===== config.mk =====
export PLATFORM = sky130hd
export DESIGN_NAME = dasm_core
export DESIGN_NICKNAME = d
export VERILOG_FILES = /design/src/dasm_pkg.sv /design/src/dasm_core.sv
export VERILOG_INCLUDE_DIRS = /design/src
export SDC_FILE = /design/constraint.sdc
export NUM_CORES = 1
export LEC_CHECK = 0
export CAP_MARGIN = 40
export CORE_ASPECT_RATIO = 0.9
export CORE_MARGIN = 4
export CORE_UTILIZATION = 30
export DETAILED_ROUTE_END_ITERATION = 8
export DONT_BUFFER_PORTS = 1
export PLACE_DENSITY_LB_ADDON = 0.2
export SYNTH_ARGS = -nofsm -noshare
export SYNTH_HDL_FRONTEND = slang
export SYNTH_SLANG_ARGS = --single-unit

===== constraint.sdc =====
create_clock -name ref_clk_i -period 1.7 [get_ports ref_clk_i]
set_input_delay 0.085 -clock ref_clk_i [delete_from_list [all_inputs] [get_ports ref_clk_i]]
set_output_delay 0.085 -clock ref_clk_i [all_outputs]
set_load 0.005 [all_outputs]

===== src/dasm_defs.svh =====
// Purpose: constants for the disc address and sector match block
// Assumes: word-indexed Avalon-MM slave, 16-bit host word in writedata[15:0]
// Notes: host_bus_bit n is writedata[15-n]
`ifndef DASM_DEFS_SVH
`define DASM_DEFS_SVH

// register word indexes (byte offset = index * 4)
`define DASM_IDX_ADDR 3'h0
`define DASM_IDX_SUB 3'h1
`define DASM_IDX_CFG 3'h2
`define DASM_IDX_STAT 3'h3
`define DASM_IDX_POS 3'h4

// host word field positions
`define DASM_SECT_LSB 0
`define DASM_SECT_MSB 4
`define DASM_TRK_LSB 5
`define DASM_TRK_MSB 11
`define DASM_UNIT_LSB 12
`define DASM_UNIT_MSB 13
`define DASM_SUB_LSB 12
`define DASM_SUB_MSB 15

// config field positions and reset value
`define DASM_CFG_TRK_LSB 0
`define DASM_CFG_TRK_MSB 1
`define DASM_CFG_IL_LSB 2
`define DASM_CFG_IL_MSB 3
`define DASM_CFG_RESET 4'h0

// highest track before the unit carry, per track count selection
`define DASM_TRK_LAST_128 9'h07F
`define DASM_TRK_LAST_256 9'h0FF
`define DASM_TRK_LAST_512 9'h1FF

// last subsector slot of a track and of a sector
`define DASM_LAST_SECT 5'h1F
`define DASM_LAST_SUB 4'hF
`define DASM_SUBS_LAST_OP 5'h0F

`endif


===== src/dasm_pkg.sv =====
// Purpose: types for the disc address and sector match block
// Assumes: nothing beyond dasm_defs.svh
// Notes: state record is registered as a whole
package dasm_pkg;
    typedef struct packed {
        logic to_s1;
        logic to_s2;
        logic to_d;
        logic sy_s1;
        logic sy_s2;
        logic sy_d;
        logic rdy_s1;
        logic rdy_s2;
        logic pc_d;
        logic [3:0] subsector;
        logic [4:0] sector;
        logic [8:0] track;
        logic [1:0] unit;
        logic [1:0] unit_prev;
        logic sub_mode;
        logic [1:0] cfg_trk;
        logic [1:0] cfg_il;
        logic [11:0] pos;
        logic pend;
        logic hold_off;
        logic chg_flag;
        logic en;
        logic match;
        logic head;
        logic done;
        logic [4:0] ops;
        logic ack;
        logic [31:0] rdata;
    } dasm_state_type;
endpackage


===== src/dasm_core.sv =====
// Purpose: disc unit/track/sector address register and sector match
// Assumes: drive pins are asynchronous, parity_cycle_flag_i is same-clock
// Notes: one cycle of waitrequest on every access
`timescale 1ns/1ns
`default_nettype none
`include "dasm_defs.svh"

// Notes on behaviour
// - with chained drives, track wrap to zero bumps the unit address
// - unit carry happens at a selectable track count of 128, 256 or 512
// - after an automatic unit change, one track-origin period passes before matching
// - any unit address change pulses unit change and clears match enable
// - address load captures host bits 11..15 as start sector
// - subsector load captures host bits 0..3 as start subsector
// - subsector/sector counter advances when the parity cycle flag clears
// - last sector sets pending; track advances at origin rise; origin fall clears
// - head-switch notice on track advance, address load and reset
// - without subsector load, one operation is 16 subsectors
// - address load captures host bits 4..10 as track, driven to the drive
// - track at maximum when origin deasserts sets unit-change flag, clears enable
// - 12-bit position counter cleared by active-low track origin
// - position counter steps on trailing edge of subsector sync (pin returning high)
// - a track is 32 sectors of 16 subsectors
// - in whole-sector operation only the five sector bits are compared
// - compare against position with interlace 1:1, 2:1, 4:1 or 8:1
// - match in both polarities when all bits agree and enable is set
// - enable cleared on drive not ready, unit change or reset
// - address load captures host bits 2,3 as unit, one select line low
module dasm_core (
    // clock and reset
    input wire logic ref_clk_i,
    input wire logic rst_n_i,
    // avalon-mm slave
    input wire logic [2:0] avs_address_i,
    input wire logic avs_read_i,
    input wire logic avs_write_i,
    input wire logic [31:0] avs_writedata_i,
    input wire logic [3:0] avs_byteenable_i,
    output logic [31:0] avs_readdata_o,
    output logic avs_waitrequest_o,
    // drive side
    input wire logic track_origin_n_i,
    input wire logic subsector_sync_n_i,
    input wire logic drive_ready_flag_i,
    output logic [3:0] drive_select_n_o,
    output logic [8:0] track_line_o,
    output logic head_switch_n_o,
    // transfer control side
    input wire logic parity_cycle_flag_i,
    output logic sector_match_o,
    output logic sector_match_n_o,
    output logic op_done_o
);
    import dasm_pkg::*;

    dasm_state_type s;
    dasm_state_type next_s;
    logic to_rise;
    logic to_fall;
    logic sy_end;
    logic pc_end;
    logic req;
    logic take;
    logic wr_addr;
    logic wr_sub;
    logic wr_cfg;
    logic unit_chg;
    logic at_last;
    logic cmp_eq;
    logic [8:0] routed;

    // counter bit routing for the wired interlace
    function automatic logic [8:0] route_pos(input logic [11:0] p, input logic [1:0] il);
        case (il)
            2'h0: route_pos = p[8:0];
            2'h1: route_pos = {p[0], p[8:1]};
            2'h2: route_pos = {p[1:0], p[8:2]};
            default: route_pos = {p[2:0], p[8:3]};
        endcase
    endfunction

    function automatic logic [8:0] trk_last(input logic [1:0] sel);
        case (sel)
            2'h0: trk_last = `DASM_TRK_LAST_128;
            2'h1: trk_last = `DASM_TRK_LAST_256;
            default: trk_last = `DASM_TRK_LAST_512;
        endcase
    endfunction

    // origin is true while the pin is low
    assign to_rise = s.to_d & ~s.to_s2;
    assign to_fall = ~s.to_d & s.to_s2;
    assign sy_end = ~s.sy_d & s.sy_s2;
    assign pc_end = s.pc_d & ~parity_cycle_flag_i;
    assign req = avs_read_i | avs_write_i;
    assign take = req & s.ack;
    assign wr_addr = avs_write_i & take & (avs_address_i == `DASM_IDX_ADDR)
        & (avs_byteenable_i[1:0] == 2'h3);
    assign wr_sub = avs_write_i & take & (avs_address_i == `DASM_IDX_SUB)
        & avs_byteenable_i[1];
    assign wr_cfg = avs_write_i & take & (avs_address_i == `DASM_IDX_CFG)
        & avs_byteenable_i[0];
    assign unit_chg = s.unit != s.unit_prev;
    assign at_last = (s.track == trk_last(s.cfg_trk));
    assign routed = route_pos(s.pos, s.cfg_il);
    // whole-sector mode leaves subsector bits out of the compare
    assign cmp_eq = (routed[8:4] == s.sector)
        & (~s.sub_mode | (routed[3:0] == s.subsector));

    always_comb begin
        next_s = s;
        // two-flop synchronisers, first stage read only by the second
        next_s.to_s1 = track_origin_n_i;
        next_s.to_s2 = s.to_s1;
        next_s.to_d = s.to_s2;
        next_s.sy_s1 = subsector_sync_n_i;
        next_s.sy_s2 = s.sy_s1;
        next_s.sy_d = s.sy_s2;
        next_s.rdy_s1 = drive_ready_flag_i;
        next_s.rdy_s2 = s.rdy_s1;
        next_s.pc_d = parity_cycle_flag_i;
        next_s.unit_prev = s.unit;
        next_s.head = 1'b0;

        // bus: one wait cycle, read data latched on the first cycle
        next_s.ack = req & ~s.ack;
        if (avs_read_i & ~s.ack) begin
            case (avs_address_i)
                `DASM_IDX_CFG: next_s.rdata = {28'h0, s.cfg_il, s.cfg_trk};
                `DASM_IDX_STAT: next_s.rdata = {6'h0, s.rdy_s2, s.pend, s.done,
                    s.sub_mode, s.en, s.match, s.unit, s.track, s.sector, s.subsector};
                `DASM_IDX_POS: next_s.rdata = {11'h0, routed, s.pos};
                default: next_s.rdata = 32'h0;
            endcase
        end
        if (wr_cfg) begin
            next_s.cfg_trk = avs_writedata_i[`DASM_CFG_TRK_MSB:`DASM_CFG_TRK_LSB];
            next_s.cfg_il = avs_writedata_i[`DASM_CFG_IL_MSB:`DASM_CFG_IL_LSB];
        end

        // position counter held clear while origin is true
        if (~s.to_s2) begin
            next_s.pos = 12'h000;
        end else if (sy_end) begin
            next_s.pos = 12'(s.pos + 12'h001);
        end

        // subsector address steps at the end of each subsector
        if (pc_end) begin
            {next_s.sector, next_s.subsector} = 9'({s.sector, s.subsector} + 9'h001);
            // 32 sectors of 16 subsectors per track
            if (s.sector == `DASM_LAST_SECT && s.subsector == `DASM_LAST_SUB) begin
                next_s.pend = 1'b1;
            end
            if (~s.sub_mode & ~s.done) begin
                next_s.ops = 5'(s.ops + 5'h01);
                if (s.ops == `DASM_SUBS_LAST_OP) begin
                    next_s.done = 1'b1;
                end
            end
        end

        // track advance at origin rise; wrap carries into the unit
        if (to_rise) begin
            next_s.chg_flag = 1'b0;
            if (s.pend) begin
                next_s.head = 1'b1;
                if (at_last) begin
                    next_s.track = 9'h000;
                    next_s.unit = 2'(s.unit + 2'h1);
                end else begin
                    next_s.track = 9'(s.track + 9'h001);
                end
            end
        end
        // pending clears at origin fall unless a new end of track lands now
        if (to_fall & ~(pc_end & s.sector == `DASM_LAST_SECT
                & s.subsector == `DASM_LAST_SUB)) begin
            next_s.pend = 1'b0;
        end
        if (to_fall & at_last) begin
            next_s.chg_flag = 1'b1;
        end

        // match enable: armed at origin rise, one period lost after unit change
        if (to_rise) begin
            if (s.hold_off) begin
                next_s.hold_off = 1'b0;
            end else begin
                next_s.en = 1'b1;
            end
        end
        if (unit_chg) begin
            next_s.hold_off = 1'b1;
        end
        // clears win over the arm, as the flop's reset dominates
        if (~s.rdy_s2 | unit_chg | s.chg_flag | (to_fall & at_last)) begin
            next_s.en = 1'b0;
        end
        next_s.match = cmp_eq & s.en;

        // start address loads; processor keeps them stable during a transfer
        if (wr_addr) begin
            next_s.sector = avs_writedata_i[`DASM_SECT_MSB:`DASM_SECT_LSB];
            next_s.track = {2'h0, avs_writedata_i[`DASM_TRK_MSB:`DASM_TRK_LSB]};
            next_s.unit = avs_writedata_i[`DASM_UNIT_MSB:`DASM_UNIT_LSB];
            next_s.subsector = 4'h0;
            next_s.sub_mode = 1'b0;
            next_s.head = 1'b1;
            next_s.pend = 1'b0;
            next_s.done = 1'b0;
            next_s.ops = 5'h00;
        end
        if (wr_sub) begin
            next_s.subsector = avs_writedata_i[`DASM_SUB_MSB:`DASM_SUB_LSB];
            next_s.sub_mode = 1'b1;
        end
    end

    always_ff @(posedge ref_clk_i) begin
        if (!rst_n_i) begin
            s <= '0;
            s.to_s1 <= 1'b1;
            s.to_s2 <= 1'b1;
            s.to_d <= 1'b1;
            s.sy_s1 <= 1'b1;
            s.sy_s2 <= 1'b1;
            s.sy_d <= 1'b1;
            s.cfg_trk <= 2'(`DASM_CFG_RESET >> `DASM_CFG_TRK_LSB);
            s.head <= 1'b1;
        end else begin
            s <= next_s;
        end
    end

    assign avs_waitrequest_o = req & ~s.ack;
    assign avs_readdata_o = s.rdata;
    assign track_line_o = s.track;
    assign head_switch_n_o = ~s.head;
    assign sector_match_o = s.match;
    assign sector_match_n_o = ~s.match;
    assign op_done_o = s.done;
    generate
        for (genvar g = 0; g < 4; g++) begin : g_sel
            assign drive_select_n_o[g] = ~(s.unit == 2'(g));
        end
    endgenerate
endmodule // dasm_core

`default_nettype wire


==> qor.yml <==
place:
  placed_area_mm2: 0.00472
  io_buffer_count: 0
  dpl.hpwl_mm: 9.26
  place.gp.congestion: 0.802
  place_ws_ns: -0.0378
  dp_cells: 700
synth:
  yosysSeqAreaShare_pct: 38.1
  syn_area_per_cell_um2: 8.62
  synth_area_leaders: "dfxtp_1, buf_4, mux2i_1, nor2_1, xnor2_1"
  synthAdderAreaFrac_pct: 2.47
  synth-simple-area-share_pct: 21.3
  yosysUniqueCellTypes: 47
  synth_edf_count: 0
  netlist_top_cells_count: "dfxtp_1, nor2_1, buf_4"
  yosysMostFrequentCell: "dfxtp_1"
  synth_top_area_share_pct: 38.1
  synth_xor_area_share_pct: 8.05
  synth-seq-cells: 87
  syn_area_mm2: 0.00457
  netlist_instances: 530
  ys_async_sr_fraction_pct: 0
  synth_compound_area_share_pct: 12.4
  yosysWarnings: 0
  synth-main-ff-cell: "dfxtp_1"
  synth_top_family_by_area: "simple AND/OR/NAND/NOR gates"
  synth_top_area_cell: "dfxtp_1"
  muxShareOfSynthArea_pct: 5.95
clock_tree:
  cts_tree: "built"
  cts_root_buf: "clkbuf_16"
  cts_made_buffers: 9
  clockBufferDepth: 2
  clkTransAtPathRegs_ns: 0.07
  clkSinkCount: 87
  insertion_delay_ns: 0.34
  htree_levels: 3
floorplan:
  core_area_mm2: 0.0148
  dieArea_mm2: 0.0173
  fp.dieH_um: 125
  num_rows: 42
  start_util_pct: 30.8
  die_w_um: 138
  io_pins: 97
routing:
  drt_iter0_markers: 243
  wl_per_cell_um: 16.8
  final_antenna_net_count: 0
  dr_total_vias: 3534
  wirelength_mm: 12.4
  drc: 0
  firstDrtPassIters: 4
  vias_per_cell: 4.79
grt:
  antenna_found_initial: 0
  gr-usage-all-layers_pct: 14.2
  grt_overflow: 0
  grt_pass1_vias: 3460
  grt_pass1_wl_mm: 19.5
  grt_max_degree: 27
cells_and_area:
  antenna_cells: 0
  regArea_mm2: 0.00174
  nets: 591
  syn_to_final_growth_pct: 16.9
  finalNonFillerCells: 738
  drive_above_1_share_pct: 15.9
  fillCellCount: 1559
  stdcell_area_mm2: 0.00534
  multi_input_area_mm2: 0.00237
sta:
  fmax_mhz: 594
  post-route-min-period_ns: 1.68
  min_period_over_period_pct: 99.1
  rsz0062_at_grt: "true"
  drv_slew: 0
  worstMarginPinSlew_ns: 0.892
  worst_slack_ns: 0.0156
  hold_viol_final: 0
  finalClockSkew_ns: 0.00931
  hold-worst-slack_ns: 0.0254
  slew-limit-headroom_pct: 40.3
  setup_violations: 0
worst_setup_path:
  timing.rr.start: "s[32]"
  reg2reg_slack_ns: 0.02
  cp.arrival_ns: 1.92
  cp.required_ns: 1.94
  endpoint_kind: "register"
  cp_max_fo: 6
  reg2regPathDepth: 6
  path_class: "register to register"
  critPathLaunchType: "register"
  r2r-end: "track_line_o[5]"
power:
  p_comb_share_pct: 6.6
  p_leak_nw: 1.96
  internal-power_mw: 3.54
  switching_share_pct: 23.8
  peakVddDrop_uv: 515
  clkPwrFrac_pct: 47.4
  p_seq_share_pct: 46.1
  p_per_area_mw_per_mm2: 869
  netSwitchingPower_mw: 1.10
hold_path:
  whs_endpoint: "track_line_o[3]"
  holdPathStages: 3
  min-delay-start: "avs_writedata_i[8]"
  hp-class: "input port to register"
job:
  drv_cap: 0
run_status:
  outcome: "finished clean"
[flip-flops by register name, indices dropped and copies added, names as in the netlist]
register and cells:
next_s 7, sector_match_o 1, avs_readdata_o 26, s 43, op_done_o 1, track_line_o 9
[area by class of cell]
type / count / area share, %
Clock buffer: 9 / 4.22
Tap cell: 198 / 4.64
Multi-Input combinational cell: 355 / 44.3
Inverter: 20 / 1.41
Sequential cell: 87 / 32.7
Timing Repair Buffer: 62 / 10.8
Clock inverter: 7 / 1.97
[power groups by stage]
| stage | Combinational, mW | Sequential, mW | Clock, mW |
|---|---|---|---|
| finish | 0.305 | 2.14 | 2.20 |
| floorplan | 0.252 | 2.17 | 0 |
| CTS | 0.303 | 2.14 | 2.25 |
| detailed placement | 0.252 | 2.19 | 0 |
| global route | 0.346 | 2.14 | 2.36 |
| global placement | 0.250 | 2.18 | 0 |
[kinds of logic (layout without fill, tap and decap cells)]
kind of cell | Yosys count | after routing
and+or+nand+nor | 193 | 193
other | 1 | 6
muxes | 27 | 27
DFF | 87 | 87
xor gates and xnor gates | 42 | 42
adders and majority gates | 9 | 9
AOI/OAI and AO/OA | 78 | 78
buffers and inverters | 93 | 98
[cells in the final DEF (no fill, tap or decap), types with 18 or more instances in the layout]
master and instances:
a21oi_1 19, buf_4 37, dfxtp_1 85, dlygate4sd3_1 20, inv_1 19, mux2i_1 21
nand2_1 35, nor2_1 67, nor3_1 22, xnor2_1 24, xor2_1 18
[stage by stage]
step           util (%)  power, mW  TNS [ns]
4_1_cts            35.4       4.69         0
3_5_place_dp       31.8       2.44   -0.0615
2_1_floorplan         -       2.42         0
5_1_grt            36.0       4.86    -0.111
6_report           36.0       4.64         0
3_3_place_gp       31.8       2.43   -0.0407
[what timing repair did]
item,4_1_cts,5_1_grt
hold buffers,20,0
pin swaps,1,2
setup endpoints to repair,5,13
hold endpoints to repair,37,0
cloned,0,1
buffers inserted,0,1
gates resized for setup,1,14
[metal layers]
metal | up-vias | global-route usage (%) | share of wire, %
li1 | 1781 | - | -
met2 | 106 | 20.5 | 42
met3 | 10 | 3.97 | 6.9
met5 | - | 0 | 0
met1 | 1637 | 21.0 | 50
met4 | 0 | 3.02 | 0.91
[worst max-delay path, cell delays in order, from the launching register on]
cell and delay [ns]:
dfxtp_2 0.35, nand4b_4 0.09, or4b_4 0.62, buf_12 0.18
nand3_2 0.06, o21ai_2 0.05, a22o_1 0.21
[worst max-delay path by stage]
stage / from / endpoint / slack (ns)
floorplan: s[32] / track_line_o[5] / 0.02
global placement: s[58] / sector_match_o / -0.04
detailed placement: s[58] / sector_match_o / -0.04
CTS: s[32] / track_line_o[5] / 0.02
global route: s[59] / next_s[63] / -0.04
finish: s[32] / track_line_o[5] / 0.02
Power figures use the tool's default switching activity.
